### config.mk
export PLATFORM = sky130hd
export DESIGN_NAME = ccl_comparator_control
export DESIGN_NICKNAME = d
export VERILOG_FILES = /design/src/logic/ccl_pkg.sv /design/src/logic/ccl_comparator_control.sv
export SDC_FILE = /design/constraint.sdc
export NUM_CORES = 1
export LEC_CHECK = 0
export ABC_CLOCK_PERIOD_IN_PS = 2650
export CORE_MARGIN = 2
export CORE_UTILIZATION = 40
export DETAILED_ROUTE_END_ITERATION = 16
export DONT_BUFFER_PORTS = 1
export PLACE_DENSITY_LB_ADDON = 0.15
export SLEW_MARGIN = 20
export SYNTH_ARGS = -nofsm -noshare
export SYNTH_HDL_FRONTEND = slang
export SYNTH_SLANG_ARGS = --single-unit
### constraint.sdc
create_clock -name aclk -period 2.65 [get_ports aclk]
set_clock_uncertainty 0.2 [all_clocks]
set_input_delay 0.265 -clock aclk [delete_from_list [all_inputs] [get_ports aclk]]
set_output_delay 0.265 -clock aclk [all_outputs]
set_load 0.02 [all_outputs]
### src/logic/ccl_pkg.sv
// package for the comparator control block: register offsets, fields, reset values, mux codes
// assumes a 32-bit axi4-lite slave port, byte addresses word aligned
`default_nettype none
package ccl_pkg;
    // ----------------------------------------------------------------
    // register byte offsets
    // ----------------------------------------------------------------
    localparam logic [7:0] CCL_OFF_CONTROL_0 = 8'h00;
    localparam logic [7:0] CCL_OFF_CONTROL_1 = 8'h04;
    localparam logic [7:0] CCL_OFF_NEG_SEL = 8'h08;
    localparam logic [7:0] CCL_OFF_POS_SEL = 8'h0C;
    localparam logic [7:0] CCL_OFF_MIRROR = 8'h10;
    localparam logic [7:0] CCL_OFF_EVENT = 8'h14;
    // ----------------------------------------------------------------
    // control 0 field positions
    // ----------------------------------------------------------------
    localparam int CCL_C0_ON = 7;
    localparam int CCL_C0_RESULT = 6;
    localparam int CCL_C0_INVERT = 4;
    // control 1 field positions
    localparam int CCL_C1_POS_EDGE = 1;
    localparam int CCL_C1_NEG_EDGE = 0;
    // select field width and reset values
    localparam int CCL_SEL_W = 3;
    localparam logic [2:0] CCL_SEL_RESET = 3'h0;
    localparam logic [7:0] CCL_C0_RESET = 8'h00;
    localparam logic [1:0] CCL_C1_RESET = 2'h0;
    // ----------------------------------------------------------------
    // channel codes
    // ----------------------------------------------------------------
    localparam logic [2:0] CCL_CH_GROUND = 3'h7;
    localparam logic [2:0] CCL_CH_REF_BUF2 = 3'h6;
    localparam logic [2:0] CCL_CH_CONVERTER = 3'h5;
    localparam logic [2:0] CCL_CH_PIN1 = 3'h1;
    localparam logic [2:0] CCL_CH_PIN0 = 3'h0;
    localparam logic [1:0] CCL_RESP_OKAY = 2'h0;
    localparam logic [1:0] CCL_RESP_SLVERR = 2'h2;
    // negative node route: one-hot over pin0..pin3, ref buffer 2, ground
    localparam int CCL_NROUTE_W = 6;
    // positive node route: pin0, pin1, converter, ref buffer 2, ground
    localparam int CCL_PROUTE_W = 5;
endpackage : ccl_pkg
`default_nettype wire

### src/logic/ccl_comparator_control.sv
// comparator control logic: enable, result latch, polarity, input muxing, edge event flag
// assumes the analog comparator answers on comparator_raw (1 = negative below positive)
// and that routing selects drive analog switches outside this block
//
// The implementer's own choices: the AXI4-Lite interface to the registers and the register addresses.
`default_nettype none
// Summary of operation
// - The comparator runs only while the on bit is set; cleared, it is powered down.
// - The result reads both as a bit of control 0 and as a bit of the mirror register.
// - The result is latched only when two successive samples agree, while the pin output path stays unlatched.
// - Without invert the result is 1 when negative is below positive; invert reverses it.
// - The negative select maps 111 ground, 110 ref buffer 2, 101/100 open, 011..000 pins 3..0.
// - The positive select maps 111 ground, 110 ref buffer 2, 101 converter, 100..010 open, 001/000 pins.
// - Each select holds its field in bits 2:0, bits 7:3 read zero, and resets to zero.
// - The event flag is set on the event, holds until software clears it, else reads 0.
// - The event flag is set only on edges whose kind is enabled in control 1.
module ccl_comparator_control
    import ccl_pkg::*;
(
    input wire logic aclk,
    input wire logic aresetn,
    input wire logic [7:0] s_axi_awaddr,
    input wire logic s_axi_awvalid,
    output logic s_axi_awready,
    input wire logic [31:0] s_axi_wdata,
    input wire logic [3:0] s_axi_wstrb,
    input wire logic s_axi_wvalid,
    output logic s_axi_wready,
    output logic [1:0] s_axi_bresp,
    output logic s_axi_bvalid,
    input wire logic s_axi_bready,
    input wire logic [7:0] s_axi_araddr,
    input wire logic s_axi_arvalid,
    output logic s_axi_arready,
    output logic [31:0] s_axi_rdata,
    output logic [1:0] s_axi_rresp,
    output logic s_axi_rvalid,
    input wire logic s_axi_rready,
    input wire logic comparator_raw,
    output logic comparator_power,
    output logic [5:0] negative_route,
    output logic [4:0] positive_route,
    output logic pin_result
);
    // ----------------------------------------------------------------
    // state
    // ----------------------------------------------------------------
    logic on_bit, invert_bit, pos_edge_en, neg_edge_en;
    logic [2:0] negative_channel_field, positive_channel_field;
    logic sync1, sync2, sync3, latched, event_flag;
    logic next_on_bit, next_invert_bit, next_pos_edge_en, next_neg_edge_en;
    logic [2:0] next_neg_field, next_pos_field;
    logic next_latched, next_event_flag;
    logic aw_held, w_held;
    logic [7:0] aw_addr;
    logic [31:0] w_data;
    logic [3:0] w_strb;
    logic next_aw_held, next_w_held, next_bvalid, next_rvalid;
    logic [7:0] next_aw_addr;
    logic [31:0] next_w_data, next_rdata;
    logic [3:0] next_w_strb;
    logic [1:0] next_bresp, next_rresp;
    logic do_write, write_ok, rise, fall, event_clear, polar;
    logic [31:0] rd_word;
    logic rd_ok;

    // ----------------------------------------------------------------
    // result path
    // ----------------------------------------------------------------
    // analog output is async to aclk; third flop needed for agreement check
    always_ff @(posedge aclk) begin
        if (!aresetn) begin
            sync1 <= 1'b0;
            sync2 <= 1'b0;
            sync3 <= 1'b0;
        end else begin
            sync1 <= comparator_raw;
            sync2 <= sync1;
            sync3 <= sync2;
        end
    end
    // polarity applied before the latch so edges follow the reported value
    always_comb begin
        polar = (sync2 ^ invert_bit) & on_bit;
        next_latched = latched;
        if (sync2 == sync3) begin
            next_latched = (sync3 ^ invert_bit) & on_bit;
        end
        if (!on_bit) begin
            next_latched = 1'b0;
        end
        rise = next_latched & ~latched;
        fall = ~next_latched & latched;
    end
    assign comparator_power = on_bit;
    // pin path skips the latch; routing to a pad is software's job
    assign pin_result = polar;

    // ----------------------------------------------------------------
    // input routing
    // ----------------------------------------------------------------
    always_comb begin
        negative_route = 6'h00;
        positive_route = 5'h00;
        if (on_bit) begin
            case (negative_channel_field)
                CCL_CH_GROUND: negative_route = 6'h20;
                CCL_CH_REF_BUF2: negative_route = 6'h10;
                3'h3: negative_route = 6'h08;
                3'h2: negative_route = 6'h04;
                3'h1: negative_route = 6'h02;
                3'h0: negative_route = 6'h01;
                default: negative_route = 6'h00;
            endcase
            case (positive_channel_field)
                CCL_CH_GROUND: positive_route = 5'h10;
                CCL_CH_REF_BUF2: positive_route = 5'h08;
                CCL_CH_CONVERTER: positive_route = 5'h04;
                CCL_CH_PIN1: positive_route = 5'h02;
                CCL_CH_PIN0: positive_route = 5'h01;
                default: positive_route = 5'h00;
            endcase
        end
    end

    // ----------------------------------------------------------------
    // axi write channel and registers
    // ----------------------------------------------------------------
    always_comb begin
        s_axi_awready = ~aw_held;
        s_axi_wready = ~w_held;
        next_aw_held = aw_held;
        next_w_held = w_held;
        next_aw_addr = aw_addr;
        next_w_data = w_data;
        next_w_strb = w_strb;
        next_bvalid = s_axi_bvalid & ~s_axi_bready;
        next_bresp = s_axi_bresp;
        if (s_axi_awvalid && !aw_held) begin
            next_aw_held = 1'b1;
            next_aw_addr = s_axi_awaddr;
        end
        if (s_axi_wvalid && !w_held) begin
            next_w_held = 1'b1;
            next_w_data = s_axi_wdata;
            next_w_strb = s_axi_wstrb;
        end
        do_write = aw_held & w_held & ~s_axi_bvalid;
        write_ok = 1'b1;
        next_on_bit = on_bit;
        next_invert_bit = invert_bit;
        next_pos_edge_en = pos_edge_en;
        next_neg_edge_en = neg_edge_en;
        next_neg_field = negative_channel_field;
        next_pos_field = positive_channel_field;
        event_clear = 1'b0;
        if (do_write) begin
            next_aw_held = 1'b0;
            next_w_held = 1'b0;
            next_bvalid = 1'b1;
            if (aw_addr == CCL_OFF_CONTROL_0) begin
                if (w_strb[0]) begin
                    next_on_bit = w_data[CCL_C0_ON];
                    next_invert_bit = w_data[CCL_C0_INVERT];
                end
            end else if (aw_addr == CCL_OFF_CONTROL_1) begin
                if (w_strb[0]) begin
                    next_pos_edge_en = w_data[CCL_C1_POS_EDGE];
                    next_neg_edge_en = w_data[CCL_C1_NEG_EDGE];
                end
            end else if (aw_addr == CCL_OFF_NEG_SEL) begin
                if (w_strb[0]) next_neg_field = w_data[2:0];
            end else if (aw_addr == CCL_OFF_POS_SEL) begin
                if (w_strb[0]) next_pos_field = w_data[2:0];
            end else if (aw_addr == CCL_OFF_EVENT) begin
                event_clear = w_strb[0] & ~w_data[0]; // write 0 clears
            end else if (aw_addr != CCL_OFF_MIRROR) begin
                write_ok = 1'b0;
            end
            next_bresp = write_ok ? CCL_RESP_OKAY : CCL_RESP_SLVERR;
        end
        // set wins over a same-cycle clear; enables gate only the edge kind
        next_event_flag = event_flag & ~event_clear;
        if ((rise && pos_edge_en) || (fall && neg_edge_en)) begin
            next_event_flag = 1'b1;
        end
    end

    // ----------------------------------------------------------------
    // axi read channel
    // ----------------------------------------------------------------
    always_comb begin
        s_axi_arready = ~s_axi_rvalid;
        rd_ok = 1'b1;
        rd_word = 32'h0000_0000;
        if (s_axi_araddr == CCL_OFF_CONTROL_0) begin
            rd_word[CCL_C0_ON] = on_bit;
            rd_word[CCL_C0_RESULT] = latched;
            rd_word[CCL_C0_INVERT] = invert_bit;
        end else if (s_axi_araddr == CCL_OFF_CONTROL_1) begin
            rd_word[CCL_C1_POS_EDGE] = pos_edge_en;
            rd_word[CCL_C1_NEG_EDGE] = neg_edge_en;
        end else if (s_axi_araddr == CCL_OFF_NEG_SEL) begin
            rd_word[2:0] = negative_channel_field;
        end else if (s_axi_araddr == CCL_OFF_POS_SEL) begin
            rd_word[2:0] = positive_channel_field;
        end else if (s_axi_araddr == CCL_OFF_MIRROR) begin
            rd_word[0] = latched;
        end else if (s_axi_araddr == CCL_OFF_EVENT) begin
            rd_word[0] = event_flag;
        end else begin
            rd_ok = 1'b0;
        end
        next_rvalid = s_axi_rvalid & ~s_axi_rready;
        next_rdata = s_axi_rdata;
        next_rresp = s_axi_rresp;
        if (s_axi_arvalid && !s_axi_rvalid) begin
            next_rvalid = 1'b1;
            next_rdata = rd_word;
            next_rresp = rd_ok ? CCL_RESP_OKAY : CCL_RESP_SLVERR;
        end
    end

    // register stage for all of the above
    always_ff @(posedge aclk) begin
        if (!aresetn) begin
            on_bit <= CCL_C0_RESET[CCL_C0_ON];
            invert_bit <= CCL_C0_RESET[CCL_C0_INVERT];
            pos_edge_en <= CCL_C1_RESET[CCL_C1_POS_EDGE];
            neg_edge_en <= CCL_C1_RESET[CCL_C1_NEG_EDGE];
            negative_channel_field <= CCL_SEL_RESET;
            positive_channel_field <= CCL_SEL_RESET;
            latched <= 1'b0;
            event_flag <= 1'b0;
            aw_held <= 1'b0;
            w_held <= 1'b0;
            aw_addr <= 8'h00;
            w_data <= 32'h0000_0000;
            w_strb <= 4'h0;
            s_axi_bvalid <= 1'b0;
            s_axi_bresp <= CCL_RESP_OKAY;
            s_axi_rvalid <= 1'b0;
            s_axi_rdata <= 32'h0000_0000;
            s_axi_rresp <= CCL_RESP_OKAY;
        end else begin
            on_bit <= next_on_bit;
            invert_bit <= next_invert_bit;
            pos_edge_en <= next_pos_edge_en;
            neg_edge_en <= next_neg_edge_en;
            negative_channel_field <= next_neg_field;
            positive_channel_field <= next_pos_field;
            latched <= next_latched;
            event_flag <= next_event_flag;
            aw_held <= next_aw_held;
            w_held <= next_w_held;
            aw_addr <= next_aw_addr;
            w_data <= next_w_data;
            w_strb <= next_w_strb;
            s_axi_bvalid <= next_bvalid;
            s_axi_bresp <= next_bresp;
            s_axi_rvalid <= next_rvalid;
            s_axi_rdata <= next_rdata;
            s_axi_rresp <= next_rresp;
        end
    end

    // ----------------------------------------------------------------
    // checks
    // ----------------------------------------------------------------
    property p_off_quiet;
        @(posedge aclk) disable iff (!aresetn)
        !on_bit |-> ((negative_route == 6'h00) && (positive_route == 5'h00)) ##1 !latched;
    endproperty
    a_off_quiet: assert property (p_off_quiet) else $error("comparator active while off");
    property p_mirror;
        @(posedge aclk) disable iff (!aresetn)
        (s_axi_arvalid && !s_axi_rvalid && s_axi_araddr == CCL_OFF_MIRROR) |=> s_axi_rdata[0] == $past(latched);
    endproperty
    a_mirror: assert property (p_mirror) else $error("mirror read wrong");
    property p_latch;
        @(posedge aclk) disable iff (!aresetn)
        (on_bit && sync2 == sync3 && $stable(on_bit)) |=> latched == $past(sync3 ^ invert_bit);
    endproperty
    a_latch: assert property (p_latch) else $error("latched result wrong");
    property p_polarity;
        @(posedge aclk) disable iff (!aresetn)
        on_bit |-> pin_result == (sync2 ^ invert_bit);
    endproperty
    a_polarity: assert property (p_polarity) else $error("pin polarity wrong");
    property p_neg_ground;
        @(posedge aclk) disable iff (!aresetn)
        (on_bit && negative_channel_field == 3'h7) |-> negative_route == 6'h20;
    endproperty
    a_neg_ground: assert property (p_neg_ground) else $error("negative ground route");
    property p_pos_conv;
        @(posedge aclk) disable iff (!aresetn)
        (on_bit && positive_channel_field == 3'h5) |-> positive_route == 5'h04;
    endproperty
    a_pos_conv: assert property (p_pos_conv) else $error("positive converter route");
    property p_sel_read;
        @(posedge aclk) disable iff (!aresetn)
        (s_axi_arvalid && !s_axi_rvalid && s_axi_araddr == CCL_OFF_NEG_SEL) |=> s_axi_rdata[31:3] == 29'h0;
    endproperty
    a_sel_read: assert property (p_sel_read) else $error("select upper bits not zero");
    property p_flag_hold;
        @(posedge aclk) disable iff (!aresetn)
        (event_flag && !event_clear) |=> event_flag;
    endproperty
    a_flag_hold: assert property (p_flag_hold) else $error("event flag dropped");
    property p_edge_set;
        @(posedge aclk) disable iff (!aresetn)
        (rise && pos_edge_en) |=> event_flag ##1 (event_flag || $past(event_clear));
    endproperty
    a_edge_set: assert property (p_edge_set) else $error("rising edge not flagged");
endmodule : ccl_comparator_control
`default_nettype wire

### Yosys cells after proc, flatten, opt, wreduce, memory -nomap -nowiden

Cells that the tools add are included.

* logic and storage cells: 125
* input port bits: 60
* bits in registers: 46

* multiplexer cells: 40
* reduce and logical (&&, ||, !) cells: 18
* bitwise operators: 26
* equal/unequal tests: 20

Operator list (count)
* $pmux W6 S6: 1
* $eq A8 B4 Y1 const B: 4
* $mux W1: 29
* $pmux W5 S5: 1
* $eq A8 B5 Y1 const B: 3
* $eq A8 B3 Y1 const B: 2
* $logic_not A8 Y1: 2
* $eq A3 B3 Y1 const B: 5
* $not A1 Y1: 14
* $and A1 B1 Y1: 10
* $mux W2: 5
* $ne A8 B5 Y1 const B: 1
* $eq A3 B1 Y1 const B: 2
* $eq A3 B2 Y1 const B: 2
* $logic_not A3 Y1: 2
* $mux W3: 2
* $mux W6: 1
* $reduce_and A6 Y1: 1
* $logic_and A1 B1 Y1: 5
* $mux W5: 1
* $reduce_and A5 Y1: 1
* $reduce_and A4 Y1: 1
* $logic_not A1 Y1: 3
* $reduce_and A3 Y1: 1
* 4 further kinds: 5

### Depth between registers and ports, before layout

* word-level depth: 11
* gate-level depth with buffers: 5
* depth with buffers taken out: 4

### Worst setup path after synthesis

OpenSTA, ideal clock, no wires.

* path type: reg-to-reg
* start: reg aw_addr[1]
* end: reg invert_bit
* period minus slack after synthesis: 1987 ps
* cell stages (with the launch flop): 6
* path slack: 663 ps
* library setup time: 116 ps
* arrival: 1671 ps
* cell sequence: dfxtp_1 -> or4_4 -> buf_6 -> or4_4 -> mux2i_1 -> nor2b_1

* cells in the longest elaborated chain, start to end: 2

Ends and longest elaborated chain
* from (decl): line ccl_comparator_control.sv:55 `logic [7:0] aw_addr;`
* from (signal assigned): line ccl_comparator_control.sv:256 `aw_addr <= next_aw_addr;`
* $logic_not A8 Y1: line ccl_comparator_control.sv:161 `if (aw_addr == CCL_OFF_CONTROL_0) begin`
* $reduce_and A3 Y1 (no source line)
* to (signal assigned): line ccl_comparator_control.sv:228 `invert_bit <= CCL_C0_RESET[CCL_C0_INVERT];`
* to (signal assigned): line ccl_comparator_control.sv:247 `invert_bit <= next_invert_bit;`
* to (decl): line ccl_comparator_control.sv:48 `logic on_bit, invert_bit, pos_edge_en, neg_edge_en;`

No other way between the ends.
A chain may end at the register's enable or synchronous reset.

### Worst setup path in the final report

* start: reg aw_addr[1]
* end: reg neg_edge_en

* cells in the longest elaborated chain, start to end: 3

Ends and longest elaborated chain
* $logic_not A8 Y1: line ccl_comparator_control.sv:161
* $not A1 Y1 (no source line)
* $reduce_and A4 Y1 (no source line) *
* to (signal assigned): line ccl_comparator_control.sv:230 `neg_edge_en <= CCL_C1_RESET[CCL_C1_NEG_EDGE];`
* to (signal assigned): line ccl_comparator_control.sv:249 `neg_edge_en <= next_neg_edge_en;`
* to (decl): line ccl_comparator_control.sv:48

Every way passes the cells marked *; elsewhere a longest branch is shown, timed or not.

==> metrics.md <==
| Metric | Value |
|---|---|
| Critical Setup Path Class | `flip-flop to flip-flop` |
| Met3 WL | `about 200 um` |
| Worst skew pair latency | `about 0.3 ns` |
| DRC viols | `0` |
| Post-synth ARST share | `0` |
| Most instantiated cells after synthesis | `sky130_fd_sc_hd__dfxtp_1, sky130_fd_sc_hd__nor2b_1, sky130_fd_sc_hd__buf_4, sky130_fd_sc_hd__mux2i_1, sky130_fd_sc_hd__nand2_1` |
| Post-synthesis instance area | `~2200 um^2` |
| Core Box Area | `5140 um^2` |
| GRT Overall Usage | `0.1456` |
| CTS Root Cell | `sky130_fd_sc_hd__clkbuf_8` |
| Final Routed Wirelength | `4.246 mm` |
| Pwr per Cell Area | `between 500 and 600 nW/um^2` |
| Total inserted antenna cells | `0` |
| IO Pins | `around 110` |
| LEAKAGE | `0.9320 nW` |
| Clock transition at path regs | `0.08 ns` |
| Vert. Die Dim | `77.44 um` |
| Setup WS post-layout | `approximately 0.66 ns` |
| Setup crit start kind | `flip-flop` |
| Final setup violation count | `0` |
| Total via count in the routed design | `1592` |
| HPWL Detailed | `~3.0 mm` |
| Post-detailed-route via-to-cell ratio | `between 4 and 5` |
| Actual transition at the worst max-transition pin | `about 0.73 ns` |
| Wire length on met2 | `between 2 and 2.5 mm` |
| Hold WC Path Type | `primary input to flip-flop` |
| First-pass GRT wire length | `slightly below 7 mm` |
| Layout net count | `~320` |
| Width of the chip | `77.44 um` |
| Row count | `26` |
| Setup repair after global routing missed its margin | `no` |
| Area used by sequential logic in the layout | `about 800 um^2` |
| Total of warnings raised by yosys | `0` |
| Tcrit/Tclk final | `0.7511` |
| Most frequently used flop master after synthesis | `sky130_fd_sc_hd__dfxtp_1` |
| Critical Path End Type | `flip-flop` |
| Fraction of synthesized area in multiplexers | `0.1259` |
| Minimum clock period after layout | `roughly 2 ns` |
| Dominant cell type by area after synthesis | `sky130_fd_sc_hd__dfxtp_1` |
| Clock buffer count from CTS | `5` |
| DRT antenna net count | `0` |
| Post-route standard cell area excluding fillers | `2464 um^2` |
| Length of routed wiring on met1 | `between 1.5 and 2 mm` |
| RD Place Congestion | `about 0.7` |
| Area taken by multi-input logic gates | `roughly 1200 um^2` |
| Clock tree from TritonCTS | `done` |
| Max Buffers Root-to-Sink | `2` |
| Worst relative slew slack | `0.5111` |
| Count of state elements after synthesis | `a little over 40` |
| Main area contributors after synthesis | `sky130_fd_sc_hd__dfxtp_1, sky130_fd_sc_hd__mux2i_1, sky130_fd_sc_hd__buf_4` |
| Number of DRC markers after the initial detailed-route iteration | `64` |
| Signed area change from the synthesized netlist to the final layout | `14.21%` |
| Cell area after placement | `around 2100 um^2` |
| Area share of the largest cell type after synthesis | `0.3805` |
| Per-cell routed wire length | `between 10 and 15 um` |
| Port buffer count | `0` |
| Starting utilization of the core area | `0.4197` |
| Portion of the post-synthesis area used by sequential elements | `0.3805` |
| Final hold vios | `0` |
| Highest metal used | `met4` |
| Synthesized-area fraction occupied by ao, oa, aoi and oai cells | `0.06613` |
| Post-synthesis share of cell area spent on and, or, nand and nor gates | `0.2958` |
| Critical path data required time | `about 2.6 ns` |
| Maximum clock frequency | `0.5024 GHz` |
| Count of unique library cells instantiated by Yosys | `38` |
| Instance count of the mapped netlist | `about 240` |
| Largest fanout on the critical path | `6` |
| Sinks on Clock Net | `41` |
| Filler cell count in the final layout | `roughly 530` |
| Synthesized area per cell | `approximately 9 um^2` |
| Fraction of layout instances using a drive strength above 1 | `0.07605` |
| Post-Route Setup TNS | `0 ns` |
| Total Power | `~1.3 mW` |
| Max-cap viol count | `0` |
| Largest net degree at the start of global routing | `44` |
| Vias in the first global route | `between 1000 and 1500` |
| Leading cell type by number of instances after synthesis | `sky130_fd_sc_hd__dfxtp_1` |
| Post-synth EDFFs | `0` |
| Minimum setup slack after placement | `0.6570 ns` |
| Number of cells upsized or downsized after cts | `0` |
| Result of the run | `complete, no violations` |
| Max Transition Viols Final | `0` |
| Xor and xnor area share after synthesis | `0.004060` |
| Die Outline Area | `between 5000 and 6000 um^2` |
| H-tree depth | `2` |
| Number of antenna violations at the first check in global routing | `0` |
| GRT overflow | `0` |
| Final Hold Slack | `around 0.027 ns` |
| DR pass1 iterations | `4` |
| Maximum vdd ir drop | `around 0.34 mV` |
| Main combinational cell family by area after synthesis | `simple AND/OR/NAND/NOR gates` |
| WP data arrival | `just under 2 ns` |
| Arithmetic-cell share of the synthesized area counting full adders, half adders and majority gates | `0` |
[metal layers]
| layer | track usage | up-vias |
|---|---|---|
| li1 | - | 805 |
| met5 | 0 | - |
| met2 | 0.2452 | 44 |
| met4 | 0.06429 | 0 |
| met3 | 0.04070 | 7 |
| met1 | 0.1723 | 736 |
[layout make-up]
class,instances,area share
Inverter,5,0.007618
Multi-Input combinational cell,182,0.4733
Timing Repair Buffer,28,0.1138
Tap cell,70,0.03555
Sequential cell,41,0.3332
Clock buffer,6,0.03352
Clock inverter,1,0.003047
[timing repair]
item / CTS / global route
endpoints found under the hold margin: 41 / 0
buffers inserted: 0 / 0
hold buffers: 24 / 0
[through the flow]
stage	cells	util
2_1_floorplan	265	-
3_3_place_gp	302	0.4131
3_5_place_dp	302	0.4131
4_1_cts	333	0.4793
5_1_grt	333	0.4793
6_report	333	0.4793
[registers in the layout, indices dropped and copies added (netlist names)]
register / cells
aw_addr: 8
s_axi_rdata: 6
w_data: 5
negative_channel_field: 3
positive_channel_field: 3
aw_held: 1
comparator_power: 1
event_flag: 1
invert_bit: 1
latched: 1
neg_edge_en: 1
pos_edge_en: 1
s_axi_bresp: 1
s_axi_bvalid: 1
s_axi_rresp: 1
s_axi_rvalid: 1
sync1: 1
sync2: 1
sync3: 1
w_held: 1
w_strb: 1
[worst paths after layout]
| path | depth (start not counted) | to | slack (ns) | start |
|---|---|---|---|---|
| hold / removal | 3 | s_axi_rdata[0]$_SDFFE_PN0P_ | 0.03 | s_axi_araddr[3] |
| setup reg to reg | 4 | neg_edge_en$_SDFFE_PN0P_ | 0.66 | aw_addr[1]$_SDFFE_PN0P_ |
| hold reg to reg | 1 | sync2$_SDFF_PN0_ | 0.24 | sync1$_SDFF_PN0_ |
| setup / recovery | 4 | neg_edge_en$_SDFFE_PN0P_ | 0.66 | aw_addr[1]$_SDFFE_PN0P_ |
[worst max-delay path, stage by stage (launching register included)]
cell and delay [ns]:
sky130_fd_sc_hd__dfxtp_1 0.31, sky130_fd_sc_hd__or4_4 0.60, sky130_fd_sc_hd__or4_4 0.56, sky130_fd_sc_hd__mux2i_1 0.16
sky130_fd_sc_hd__nor2b_1 0.05
[report_power, final]
group	switching [mW]	internal, mW	total [mW]
clock network	0.215	0.206	0.421
logic	0.0914	0.0714	0.163
registers	0.0285	0.638	0.666
total	0.335	0.915	1.25
[placed cells by master, fill, tap and decap left out, types with 2 or more instances in the layout]
cell | synthesis | routed
sky130_fd_sc_hd__mux2i_1 | 26 | 26
sky130_fd_sc_hd__nor4_4 | 2 | 2
sky130_fd_sc_hd__nand2b_1 | 4 | 4
sky130_fd_sc_hd__a21oi_1 | 6 | 6
sky130_fd_sc_hd__dfxtp_1 | 41 | 41
sky130_fd_sc_hd__conb_1 | 1 | 28
sky130_fd_sc_hd__or4_1 | 2 | 2
sky130_fd_sc_hd__nand4_1 | 3 | 3
sky130_fd_sc_hd__o21ai_0 | 3 | 3
sky130_fd_sc_hd__buf_4 | 28 | 4
sky130_fd_sc_hd__nor2b_1 | 33 | 33
sky130_fd_sc_hd__a32oi_1 | 3 | 3
sky130_fd_sc_hd__nor3_1 | 6 | 6
sky130_fd_sc_hd__a21boi_0 | 3 | 3
sky130_fd_sc_hd__or4_4 | 3 | 3
sky130_fd_sc_hd__o211a_1 | 2 | 2
sky130_fd_sc_hd__or4bb_1 | 2 | 2
sky130_fd_sc_hd__nor3b_1 | 2 | 2
sky130_fd_sc_hd__nor2_1 | 15 | 15
sky130_fd_sc_hd__dlygate4sd3_1 | 0 | 23
sky130_fd_sc_hd__nand2_1 | 16 | 16
sky130_fd_sc_hd__nand3_1 | 5 | 5
sky130_fd_sc_hd__nand3b_1 | 3 | 3
sky130_fd_sc_hd__and2_1 | 4 | 4
sky130_fd_sc_hd__clkbuf_8 | 0 | 6
sky130_fd_sc_hd__inv_1 | 5 | 5
[logic make-up after synthesis]
family	count (synthesis)
XOR/XNOR	1
flip-flops	41
buffers and inverters	42
AND/OR/NAND/NOR	105
multiplexers	27
other	1
AO/OA/AOI/OAI	21
(Power assumes the default switching activity.)
